**config.mk**
```make
export PLATFORM = sky130hd
export DESIGN_NAME = tbc_time_base_counter
export DESIGN_NICKNAME = d
export VERILOG_FILES = /design/src/tbc_pkg.sv /design/src/tbc_time_base_counter.sv
export SDC_FILE = /design/constraint.sdc
export NUM_CORES = 1
export LEC_CHECK = 0
export BUFFER_PORTS_ARGS = -buffer_cell sky130_fd_sc_hd__clkbuf_2
export CAP_MARGIN = 20
export CELL_PAD_IN_SITES_DETAIL_PLACEMENT = 1
export CELL_PAD_IN_SITES_GLOBAL_PLACEMENT = 1
export CORE_MARGIN = 2
export CORE_UTILIZATION = 41
export CTS_CLUSTER_SIZE = 20
export DETAILED_ROUTE_END_ITERATION = 16
export HOLD_SLACK_MARGIN = 0.15
export PLACE_DENSITY_LB_ADDON = 0.1
export SETUP_SLACK_MARGIN = 0.5
export SLEW_MARGIN = 30
export SYNTH_ARGS = -nofsm -noshare
export SYNTH_HDL_FRONTEND = slang
export SYNTH_SLANG_ARGS = --single-unit
```
**constraint.sdc**
```tcl
create_clock -name sys_clk -period 3.5 [get_ports sys_clk]
set_input_delay 0.35 -clock sys_clk [delete_from_list [all_inputs] [get_ports sys_clk]]
set_output_delay 0.35 -clock sys_clk [all_outputs]
set_load 0.01 [all_outputs]
```
**src/tbc_pkg.sv**
```systemverilog
// package of constants for the time base counter block
package tbc_pkg;

  // register indices; byte address is four times the index
  localparam logic [15:0] TBC_IDX_READOUT   = 16'hF00A;
  localparam logic [15:0] TBC_IDX_RATIO     = 16'hF00B;
  localparam logic [15:0] TBC_IDX_TRIM_LO   = 16'hF00C;
  localparam logic [15:0] TBC_IDX_TRIM_HI   = 16'hF00D;
  localparam logic [15:0] TBC_IDX_IRQ_STAT  = 16'hF00E;
  localparam logic [15:0] TBC_IDX_IRQ_MASK  = 16'hF00F;

  localparam int          TBC_ADDR_W        = 18;

  // reset values
  localparam logic [3:0]  TBC_RATIO_RST     = 4'h0;
  localparam logic [7:0]  TBC_TRIM_LO_RST   = 8'h00;
  localparam logic [2:0]  TBC_TRIM_HI_RST   = 3'h0;
  localparam logic [3:0]  TBC_IRQ_RST       = 4'h0;
  localparam logic [14:0] TBC_CHAIN_RST     = 15'h0000;

  // chain layout: bit i of the chain counter is the tap at 16 kHz >> i
  localparam int          TBC_CHAIN_W       = 15;
  localparam int          TBC_TAP_128_POS   = 7;
  localparam int          TBC_TAP_32_POS    = 9;
  localparam int          TBC_TAP_16_POS    = 10;
  localparam int          TBC_TAP_2_POS     = 13;
  localparam int          TBC_TAP_1_POS     = 14;

  // interrupt status and mask bit positions
  localparam int          TBC_IRQ_128_BIT   = 0;
  localparam int          TBC_IRQ_32_BIT    = 1;
  localparam int          TBC_IRQ_16_BIT    = 2;
  localparam int          TBC_IRQ_2_BIT     = 3;

  // trim field layout
  localparam int          TBC_TRIM_W        = 11;
  localparam int          TBC_TRIM_SIGN_POS = 10;
  localparam int          TBC_ACC_W         = 21;

  // fast side prescaler width, taps 1/1 .. 1/32
  localparam int          TBC_FAST_PRE_W    = 5;

  // byte address of a register index
  function automatic logic [TBC_ADDR_W-1:0] tbc_byte_addr(input logic [15:0] idx);
    tbc_byte_addr = {idx, 2'b00};
  endfunction : tbc_byte_addr

endpackage : tbc_pkg

```
**src/tbc_time_base_counter.sv**
```systemverilog
// time base counter: slow divider chain with trim and interrupts, fast 1/n divider, apb registers
// Functional notes
// - the slow input clock is divided by a binary chain giving taps from about 32 kHz to 1 Hz.
// - the fast input clock is divided into a set of fast base taps for peripherals.
// - falling edges of the 128 Hz, 32 Hz, 16 Hz and 2 Hz taps each raise their own interrupt request.
// - after reset the slow chain starts from zero and advances on slow clock falling edges.
// - reading the tap readout register returns the taps from 128 Hz down to 1 Hz.
// - any write to the tap readout register clears the 128 Hz to 1 Hz taps and the data is ignored.
// - a falling edge caused by that clear still raises the tap's interrupt request.
// - the low four bits of the ratio register select division by 16 minus the field, reset 1/16.
// - the divided fast clock feeds the timers and the pwm unit.
// - the slow chain taps are also handed to other peripherals as clocks.
// - the trim is an 11-bit two's complement value in steps of about 0.48 ppm.
// - the trim equals the wanted fractional correction times 2097152, one step per 2^21 counts.
// - the trim acts only on taps from 8 kHz down, never on the input clock or the 32k and 16k taps.
// - trim sign and top two magnitude bits sit in bits 2-0 of the high byte, the rest in the low byte.
// - the block makes the gate reference for the cascaded 16-bit timer frequency measurement.
//
// Our own choice: the APB slave port.
`timescale 1ns/10ps
module tbc_time_base_counter
  import tbc_pkg::*;
#(
  parameter int FAST_PRE_W = TBC_FAST_PRE_W
)(
  input  wire logic                   sys_clk,
  input  wire logic                   rst_n,
  input  wire logic                   slow_input_clock,
  input  wire logic                   fast_input_clock,
  input  wire logic                   psel,
  input  wire logic                   penable,
  input  wire logic                   pwrite,
  input  wire logic [TBC_ADDR_W-1:0]  paddr,
  input  wire logic [31:0]            pwdata,
  output logic      [31:0]            prdata,
  output logic                        pready,
  output logic                        pslverr,
  output logic                        irq,
  output logic      [TBC_CHAIN_W:0]   slow_taps,
  output logic      [FAST_PRE_W:0]    fast_taps,
  output logic                        fast_divided_clock,
  output logic                        freq_measure_gate
);

  // reset release through two flip-flops
  logic                   rst_s1_r;
  logic                   rst_sync_n;

  always_ff @(posedge sys_clk or negedge rst_n)
  begin
    if (!rst_n)
    begin
      rst_s1_r   <= 1'b0;
      rst_sync_n <= 1'b0;
    end
    else
    begin
      rst_s1_r   <= 1'b1;
      rst_sync_n <= rst_s1_r;
    end
  end

  // pin synchronisers, three stages; first stage feeds only the second
  logic [2:0]             slow_sync_r;
  logic [2:0]             fast_sync_r;
  logic                   slow_lvl_r;
  logic                   fast_lvl_r;

  always_ff @(posedge sys_clk or negedge rst_sync_n)
  begin
    if (!rst_sync_n)
    begin
      slow_sync_r <= 3'h0;
      fast_sync_r <= 3'h0;
      slow_lvl_r  <= 1'b0;
      fast_lvl_r  <= 1'b0;
    end
    else
    begin
      slow_sync_r <= {slow_sync_r[1:0], slow_input_clock};
      fast_sync_r <= {fast_sync_r[1:0], fast_input_clock};
      if (slow_sync_r[1] == slow_sync_r[2])
        slow_lvl_r <= slow_sync_r[2];
      if (fast_sync_r[1] == fast_sync_r[2])
        fast_lvl_r <= fast_sync_r[2];
    end
  end

  // a change counts once stages two and three agree on the new level
  function automatic logic tbc_edge(input logic lvl, input logic s2, input logic s3, input logic rise);
    tbc_edge = rise ? (!lvl && s2 && s3) : (lvl && !s2 && !s3);
  endfunction : tbc_edge

  wire slow_fall = tbc_edge(slow_lvl_r, slow_sync_r[1], slow_sync_r[2], 1'b0);
  wire fast_rise = tbc_edge(fast_lvl_r, fast_sync_r[1], fast_sync_r[2], 1'b1);

  // apb decode; zero wait states
  wire        sel_read   = (paddr == tbc_byte_addr(TBC_IDX_READOUT));
  wire        sel_ratio  = (paddr == tbc_byte_addr(TBC_IDX_RATIO));
  wire        sel_trl    = (paddr == tbc_byte_addr(TBC_IDX_TRIM_LO));
  wire        sel_trh    = (paddr == tbc_byte_addr(TBC_IDX_TRIM_HI));
  wire        sel_stat   = (paddr == tbc_byte_addr(TBC_IDX_IRQ_STAT));
  wire        sel_mask   = (paddr == tbc_byte_addr(TBC_IDX_IRQ_MASK));
  wire        mapped     = sel_read | sel_ratio | sel_trl | sel_trh | sel_stat | sel_mask;
  wire        acc_phase  = psel && penable;
  wire        wr_en      = acc_phase && pwrite && mapped;
  wire        setup      = psel && !penable;

  assign pready  = 1'b1;
  assign pslverr = acc_phase && !mapped;

  // registers
  logic [3:0]             ratio_r;
  logic [7:0]             trim_lo_r;
  logic [2:0]             trim_hi_r;
  logic [3:0]             irq_stat_r;
  logic [3:0]             irq_stat_nxt;
  logic [3:0]             irq_mask_r;
  logic [TBC_CHAIN_W-1:0] chain_r;
  logic [TBC_CHAIN_W-1:0] chain_nxt;
  logic [TBC_CHAIN_W-1:0] chain_prev_r;
  logic [TBC_ACC_W-1:0]   acc_r;
  logic [31:0]            prdata_r;

  // trim value assembled from both bytes
  wire [TBC_TRIM_W-1:0] trim_val  = {trim_hi_r, trim_lo_r};
  wire                  trim_neg  = trim_val[TBC_TRIM_SIGN_POS];
  wire [TBC_TRIM_W-1:0] trim_mag  = trim_neg ? (~trim_val + 11'h001) : trim_val;

  // the 16k stage runs untrimmed; its carry clocks the trimmed upper chain
  wire                  carry     = slow_fall && chain_r[0];
  wire [TBC_ACC_W:0]    acc_sum   = {1'b0, acc_r} + {11'h000, trim_mag};
  wire                  acc_ovf   = carry && acc_sum[TBC_ACC_W];
  wire                  do_insert = acc_ovf && !trim_neg;
  wire                  do_skip   = acc_ovf && trim_neg;
  wire [1:0]            step      = !carry ? 2'h0 : do_insert ? 2'h2 : do_skip ? 2'h0 : 2'h1;
  wire [TBC_CHAIN_W-2:0] upper    = chain_r[TBC_CHAIN_W-1:1] + {12'h000, step};
  wire                  clr_taps  = wr_en && sel_read;

  always_comb
  begin
    chain_nxt = {upper, chain_r[0] ^ slow_fall};
    if (clr_taps)
      chain_nxt[TBC_TAP_1_POS:TBC_TAP_128_POS] = 8'h00;
  end

  // falling edges of interrupt taps, including those forced by the clear
  wire [3:0] tap_fall = {chain_prev_r[TBC_TAP_2_POS]   && !chain_r[TBC_TAP_2_POS],
                         chain_prev_r[TBC_TAP_16_POS]  && !chain_r[TBC_TAP_16_POS],
                         chain_prev_r[TBC_TAP_32_POS]  && !chain_r[TBC_TAP_32_POS],
                         chain_prev_r[TBC_TAP_128_POS] && !chain_r[TBC_TAP_128_POS]};

  // set wins over the write-one clear
  wire [3:0] stat_clr = (wr_en && sel_stat) ? pwdata[3:0] : 4'h0;
  assign irq_stat_nxt = (irq_stat_r & ~stat_clr) | tap_fall;

  always_ff @(posedge sys_clk or negedge rst_sync_n)
  begin
    if (!rst_sync_n)
    begin
      chain_r      <= TBC_CHAIN_RST;
      chain_prev_r <= TBC_CHAIN_RST;
      acc_r        <= '0;
      irq_stat_r   <= TBC_IRQ_RST;
    end
    else
    begin
      chain_r      <= chain_nxt;
      chain_prev_r <= chain_r;
      if (carry)
        acc_r <= acc_sum[TBC_ACC_W-1:0];
      irq_stat_r   <= irq_stat_nxt;
    end
  end

  // software registers; only the documented field bits are stored
  always_ff @(posedge sys_clk or negedge rst_sync_n)
  begin
    if (!rst_sync_n)
    begin
      ratio_r    <= TBC_RATIO_RST;
      trim_lo_r  <= TBC_TRIM_LO_RST;
      trim_hi_r  <= TBC_TRIM_HI_RST;
      irq_mask_r <= TBC_IRQ_RST;
    end
    else if (wr_en)
    begin
      if (sel_ratio)
        ratio_r <= pwdata[3:0];
      if (sel_trl)
        trim_lo_r <= pwdata[7:0];
      if (sel_trh)
        trim_hi_r <= pwdata[2:0];
      if (sel_mask)
        irq_mask_r <= pwdata[3:0];
    end
  end

  // read data is latched in the setup cycle so the access phase sees a stable word
  wire [31:0] rd_mux = sel_read  ? {24'h0, chain_r[TBC_TAP_1_POS:TBC_TAP_128_POS]} :
                       sel_ratio ? {28'h0, ratio_r}    :
                       sel_trl   ? {24'h0, trim_lo_r}  :
                       sel_trh   ? {29'h0, trim_hi_r}  :
                       sel_stat  ? {28'h0, irq_stat_r} :
                       sel_mask  ? {28'h0, irq_mask_r} : 32'h0;

  always_ff @(posedge sys_clk or negedge rst_sync_n)
  begin
    if (!rst_sync_n)
      prdata_r <= 32'h0;
    else if (setup && !pwrite)
      prdata_r <= rd_mux;
  end

  assign prdata = prdata_r;

  // fast 1/n divider: terminal count is 15 minus field, i.e. its inverse
  logic [3:0]             fdiv_cnt_r;
  logic                   fdiv_out_r;
  logic [FAST_PRE_W-1:0]  fpre_r;
  wire  [3:0]             fdiv_term = ~ratio_r;
  wire                    fdiv_wrap = fast_rise && (fdiv_cnt_r >= fdiv_term);

  always_ff @(posedge sys_clk or negedge rst_sync_n)
  begin
    if (!rst_sync_n)
    begin
      fdiv_cnt_r <= 4'h0;
      fdiv_out_r <= 1'b0;
      fpre_r     <= '0;
    end
    else
    begin
      if (fdiv_wrap)
        fdiv_cnt_r <= 4'h0;
      else if (fast_rise)
        fdiv_cnt_r <= fdiv_cnt_r + 4'h1;
      fdiv_out_r <= fdiv_wrap;
      if (fast_rise)
        fpre_r <= fpre_r + {{(FAST_PRE_W-1){1'b0}}, 1'b1};
    end
  end

  // outputs; timers and pwm take the one-cycle strobe as their count enable
  assign fast_divided_clock = fdiv_out_r;
  assign fast_taps          = {fpre_r, fast_lvl_r};
  assign slow_taps          = {chain_r, slow_lvl_r};
  assign freq_measure_gate  = chain_r[TBC_TAP_1_POS];
  assign irq                = |(irq_stat_r & irq_mask_r);

  // checks
  property p_readout;
    @(posedge sys_clk) disable iff (!rst_sync_n)
    (setup && !pwrite && sel_read) |=> (prdata[7:0] == $past(chain_r[TBC_TAP_1_POS:TBC_TAP_128_POS]));
  endproperty
  a_readout: assert property (p_readout) else $error("readout mismatch");

  property p_clear;
    @(posedge sys_clk) disable iff (!rst_sync_n)
    clr_taps |=> (chain_r[TBC_TAP_1_POS:TBC_TAP_128_POS] == 8'h00);
  endproperty
  a_clear: assert property (p_clear) else $error("taps not cleared");

  property p_irq128;
    @(posedge sys_clk) disable iff (!rst_sync_n)
    $fell(chain_r[TBC_TAP_128_POS]) |=> irq_stat_r[TBC_IRQ_128_BIT];
  endproperty
  a_irq128: assert property (p_irq128) else $error("128 Hz request lost");

  property p_clear_irq;
    @(posedge sys_clk) disable iff (!rst_sync_n)
    (clr_taps && chain_r[TBC_TAP_2_POS]) |=> ##1 irq_stat_r[TBC_IRQ_2_BIT];
  endproperty
  a_clear_irq: assert property (p_clear_irq) else $error("clear edge gave no request");

  property p_fast_wrap;
    @(posedge sys_clk) disable iff (!rst_sync_n)
    (fast_rise && fdiv_cnt_r == ~ratio_r) |=> (fdiv_cnt_r == 4'h0 && fast_divided_clock);
  endproperty
  a_fast_wrap: assert property (p_fast_wrap) else $error("divider wrap wrong");

  property p_ratio_reset;
    @(posedge sys_clk) $rose(rst_sync_n) |-> (ratio_r == 4'h0 && chain_r == 15'h0000);
  endproperty
  a_ratio_reset: assert property (p_ratio_reset) else $error("reset state wrong");

  property p_16k;
    @(posedge sys_clk) disable iff (!rst_sync_n)
    slow_fall |=> (chain_r[0] != $past(chain_r[0]));
  endproperty
  a_16k: assert property (p_16k) else $error("16k stage not untrimmed");

  property p_notrim;
    @(posedge sys_clk) disable iff (!rst_sync_n)
    (carry && trim_val == 11'h000 && !clr_taps)
      |=> (chain_r[TBC_CHAIN_W-1:1] == $past(chain_r[TBC_CHAIN_W-1:1]) + 14'h0001);
  endproperty
  a_notrim: assert property (p_notrim) else $error("chain step wrong");

  property p_skip;
    @(posedge sys_clk) disable iff (!rst_sync_n)
    (do_skip && !clr_taps) |=> (chain_r[TBC_CHAIN_W-1:1] == $past(chain_r[TBC_CHAIN_W-1:1]));
  endproperty
  a_skip: assert property (p_skip) else $error("negative trim did not skip");

  property p_unmapped;
    @(posedge sys_clk) disable iff (!rst_sync_n)
    (acc_phase && !mapped) |-> (pslverr && pready);
  endproperty
  a_unmapped: assert property (p_unmapped) else $error("unmapped access not flagged");

  property p_irq32;
    @(posedge sys_clk) disable iff (!rst_sync_n)
    $fell(chain_r[TBC_TAP_32_POS]) |=> irq_stat_r[TBC_IRQ_32_BIT];
  endproperty
  a_irq32: assert property (p_irq32) else $error("32 Hz request lost");

  property p_irq16;
    @(posedge sys_clk) disable iff (!rst_sync_n)
    $fell(chain_r[TBC_TAP_16_POS]) |=> irq_stat_r[TBC_IRQ_16_BIT];
  endproperty
  a_irq16: assert property (p_irq16) else $error("16 Hz request lost");

  property p_irq2;
    @(posedge sys_clk) disable iff (!rst_sync_n)
    $fell(chain_r[TBC_TAP_2_POS]) |=> irq_stat_r[TBC_IRQ_2_BIT];
  endproperty
  a_irq2: assert property (p_irq2) else $error("2 Hz request lost");

  property p_strobe_src;
    @(posedge sys_clk) disable iff (!rst_sync_n)
    fast_divided_clock |-> $past(fast_rise);
  endproperty
  a_strobe_src: assert property (p_strobe_src) else $error("divided strobe without fast edge");

  property p_16k_hold;
    @(posedge sys_clk) disable iff (!rst_sync_n)
    !slow_fall |=> (chain_r[0] == $past(chain_r[0]));
  endproperty
  a_16k_hold: assert property (p_16k_hold) else $error("16k stage moved without slow edge");

  property p_insert;
    @(posedge sys_clk) disable iff (!rst_sync_n)
    (do_insert && !clr_taps) |=> (chain_r[TBC_CHAIN_W-1:1] == $past(chain_r[TBC_CHAIN_W-1:1]) + 14'h0002);
  endproperty
  a_insert: assert property (p_insert) else $error("positive trim did not insert");

  property p_acc_hold;
    @(posedge sys_clk) disable iff (!rst_sync_n)
    !carry |=> (acc_r == $past(acc_r));
  endproperty
  a_acc_hold: assert property (p_acc_hold) else $error("trim accumulator moved off carry");

  property p_prescale;
    @(posedge sys_clk) disable iff (!rst_sync_n)
    fast_rise |=> (fpre_r == FAST_PRE_W'($past(fpre_r) + 1'b1));
  endproperty
  a_prescale: assert property (p_prescale) else $error("fast prescaler missed an edge");

  property p_trim_hi;
    @(posedge sys_clk) disable iff (!rst_sync_n)
    (wr_en && sel_trh) |=> (trim_val[TBC_TRIM_W-1:8] == $past(pwdata[2:0]));
  endproperty
  a_trim_hi: assert property (p_trim_hi) else $error("trim high bits misplaced");

  property p_ratio_wr;
    @(posedge sys_clk) disable iff (!rst_sync_n)
    (wr_en && sel_ratio) |=> (ratio_r == $past(pwdata[3:0]));
  endproperty
  a_ratio_wr: assert property (p_ratio_wr) else $error("ratio field not stored");

  c_clear_irq: cover property (@(posedge sys_clk) disable iff (!rst_sync_n) clr_taps ##2 irq);
  c_insert:    cover property (@(posedge sys_clk) disable iff (!rst_sync_n) do_insert);
  c_skip:      cover property (@(posedge sys_clk) disable iff (!rst_sync_n) do_skip);
  c_div1:      cover property (@(posedge sys_clk) disable iff (!rst_sync_n) ratio_r == 4'hF ##1 fast_divided_clock);
  c_irq2:      cover property (@(posedge sys_clk) disable iff (!rst_sync_n) $fell(chain_r[TBC_TAP_2_POS]));

endmodule : tbc_time_base_counter

```
==> results by group <==
Synth
  • Number of synthesized flops with an enable pin: 0
  • Primary FF master, synth: dfrtp_1
  • Synthesized netlist cell count: 458
  • Synth warnings: 0
  • Post-Synth XOR/XNOR Area: 6.69%
  • Post-synth ARST share: 100%
  • Flops & latches, synth: 91
  • Largest family of logic cells by synthesized area: simple AND/OR/NAND/NOR gates
  • Mapped Avg Cell Area: 10.6 sq um
  • Compound-Gate Fraction of Synth Area: 12.3%
  • Sequential area share after synthesis: 47.0%
  • Adder-Cell Fraction of Synth Area: 6.45%
  • Mux share of post-synthesis cell area: 6.48%
  • Synth cell types: 54
  • Simple logic cell fraction of the synthesized area: 14.6%
  • Mapped cell area: 4850 sq um

Placed design
  • HPWL after DPL: 9080 microns
  • RD Place Congestion: 0.794
  • Port Buf Inserts: 66
  • Post-DP Area: 5610 sq um

Drt
  • DRT iter0 DRCs: 129
  • Via density: 5.20
  • DR vias: 3800
  • Residual DRC: 0
  • DR pass1 iterations: 4
  • Post-Route WL: 12400 microns
  • Average wire per cell in the routed design: 17.0 microns
  • DRT antenna net count: 0

Layout
  • Finished Cell Area: 6260 sq um
  • Antenna Cells: 0
  • Leading cell type in the layout, fill and taps excluded: dfrtp_1
  • Most frequent cells in the layout: dfrtp_1, clkbuf_2, buf_4
  • Nets: 664
  • P&R area growth vs syn: 29.2%
  • Layout cell share with drive strength beyond 1: 37.9%

Critical path
  • Worst setup path category: register to register
  • Worst Setup End Kind: register
  • Worst path max stage delay: 0.39 ns
  • CP max stage cell: dfrtp_1
  • Most used cell, CP: a21oi_2
  • Critical path peak fanout: 5
  • Critical path required time: 3.77 ns
  • Arrival time at the worst endpoint: 4.25 ns
  • Crit start category: register
  • Worst-path cell chain: nor2_2, nand2_1, or3_4, o31ai_4, xnor2_2, ha_4, a21oi_2, nand2_1, a21oi_2, a2bb2oi_4, nor3_2, nor2b_1, ha_2, inv_2, fa_2, nor2_4, nand3_4, or3_4, a21oi_2

Clock network
  • Clock Latency Late Sink: 0.35 ns
  • Max clock buf depth: 2
  • Num CTS Buffers: 9
  • Root Buffer: clkbuf_16
  • CTS tree: built
  • Clk pin slew, worst setup/hold paths: 0.07 ns
  • Clock sink total: 91
  • H-tree Lvls: 3

GRT
  • Grt ovf: 0
  • First-pass GRT wire length: 20400 microns
  • Largest net degree at the start of global routing: 43
  • Initial antenna violation count: 0
  • Vias in the first global route: 4074
  • Overall Global Routing Usage: 20.5%

STA
  • Setup ws final: -0.471 ns
  • Fin Clk Skew: 0.00637 ns
  • Crit share post-route: 113%
  • Final setup fails: 11
  • RSZ-0062 raised after global routing: yes
  • Worst Tran Pin Value: 0.512 ns
  • Post-route setup TNS: -3.91 ns
  • Slew headroom: 65.9%
  • Min cycle time layout: 3.97 ns
  • Max Fclk: 252 MHz
  • Fin. max-slew vios: 0
  • Final hold viol count: 0

Floorplan
  • Vert. Die Dim: 113 microns
  • Initial Util: 42.3%
  • I/O pin count: 116
  • Core box area: 11500 sq um
  • Row count: 39
  • Die ar.: 12700 sq um
  • DIE WIDTH: 113 microns

Pwr
  • Static Leakage: 0.00305 uW
  • VDD IR-drop max: 0.389 mV
  • Pwr dens: 444 nW/um^2

Hold path
  • Hold crit path type: input pin to register

Flow run
  • # Max-Cap Violations: 0

Status
  • Status: complete, but fails checks
  • Failing checks: negative setup slack
==> flip-flops by register name (all words and copies together), names as in the netlist <==
signal and cells:
chain_r 15, acc_r 21, fast_divided_clock 1, irq_stat_r 4, slow_sync_r 3, trim_hi_r 3, slow_lvl_r 1, irq_mask_r 4
chain_prev_r 4, rst_sync_n 1, trim_lo_r 8, fdiv_cnt_r 4, fast_lvl_r 1, rst_s1_r 1, ratio_r 4, fpre_r 5
fast_sync_r 3, prdata 8
==> final cells by class <==
type                       instances  area (sq um)
fill                            1281          5210
timing repair buffer             129           850
tap                              143           179
sequential                        91          2280
clock inverter                     4          27.5
multi-input combinational        337          2620
clock buffer                      11           243
inverter                          16          60.1
==> synthesized netlist by cell type, drive strengths merged (6+ instances only) <==
cell type | number | area (sq um)
dfrtp | 91 | 2280
nand2 | 51 | 191
buf | 29 | 214
xnor2 | 26 | 228
mux2 | 23 | 259
nor2 | 22 | 82.6
o21ai | 22 | 110
ha | 21 | 263
a21oi | 16 | 80.1
inv | 16 | 60.1
o31ai | 11 | 82.6
xor2 | 11 | 96.3
clkbuf | 9 | 33.8
a22oi | 8 | 60.1
nor2b | 8 | 50.1
a22o | 7 | 61.3
nor3 | 7 | 35.0
a21o | 6 | 45.0
nand3 | 6 | 30.0
nand4 | 6 | 43.8
or3 | 6 | 37.5
==> critical path, delay by kind of cell (launching register included) <==
kind / cells / cell delay [ns]
AO/OA/AOI/OAI: 5 / 0.91
AND/OR/NAND/NOR: 9 / 1.53
flip-flops: 1 / 0.39
adder cells (fa/ha/maj): 3 / 0.85
buffers and inverters: 1 / 0.05
XOR/XNOR: 1 / 0.18
==> metal layers <==
layer | wire length [microns] | track usage, % | part of all wire [%] | vias to the layer above
li1 | - | - | - | 1808
met1 | 5530 | 26.4 | 44 | 1915
met2 | 6340 | 34.8 | 51 | 59
met3 | 321 | 3.16 | 2.6 | 18
met4 | 254 | 7.97 | 2.0 | 0
met5 | 0 | 0 | 0 | -
==> repair_timing <==
action,CTS,global route
cloned,0,0
buffers inserted,11,6
endpoints found under the hold margin,4,0
hold buffers,3,0
resized for setup,29,20
pin swaps,20,13
setup endpoints to repair,20,21
==> path summary, 6_finish.rpt <==
kind | from | to | slack [ns] | cells after the start
worst max-delay path | trim_lo_r[2] | chain_r[9] | -0.47 | 19
max in group asynchronous | rst_sync_n | acc_r[11] | 2.60 | 1
worst min-delay path | pwdata[6] | trim_lo_r[6] | 0.25 | 2
worst max register to register | trim_lo_r[2] | chain_r[9] | -0.47 | 19
min in group asynchronous | rst_sync_n | chain_prev_r[13] | 0.30 | 0
worst min register to register | rst_sync_n | chain_prev_r[13] | 0.30 | 0
==> metrics by stage <==
stage	cells	hold slack (ns)	power (uW)	setup slack [ns]	util, %
final	731	0.254	2780	-0.471	54.6
after floorplan	482	0.0544	1660	-0.264	-
after detailed placement	696	0.137	1860	-0.608	48.9
after global routing	731	0.253	2940	-0.652	54.6
after global placement	695	0.135	1830	-0.371	48.8
after CTS	725	0.239	2810	-0.490	53.3
==> cells by family (layout without fill, tap and decap cells) <==
family	Yosys count	in the layout
AND/OR/NAND/NOR	134	134
flip-flops	91	91
AO/OA/AOI/OAI	90	90
buffers and inverters	54	160
XOR/XNOR	37	37
multiplexers	26	26
adder cells (fa/ha/maj)	24	24
other	2	26
==> power by group <==
part           total, uW  leakage, uW  internal, uW  switching, uW
logic                593      0.00180           289            305
clock network        908     0.000135           497            411
registers           1270      0.00112          1170            108
total               2780      0.00305          1950            824
Note: power is estimated with default switching activity, not from simulation.
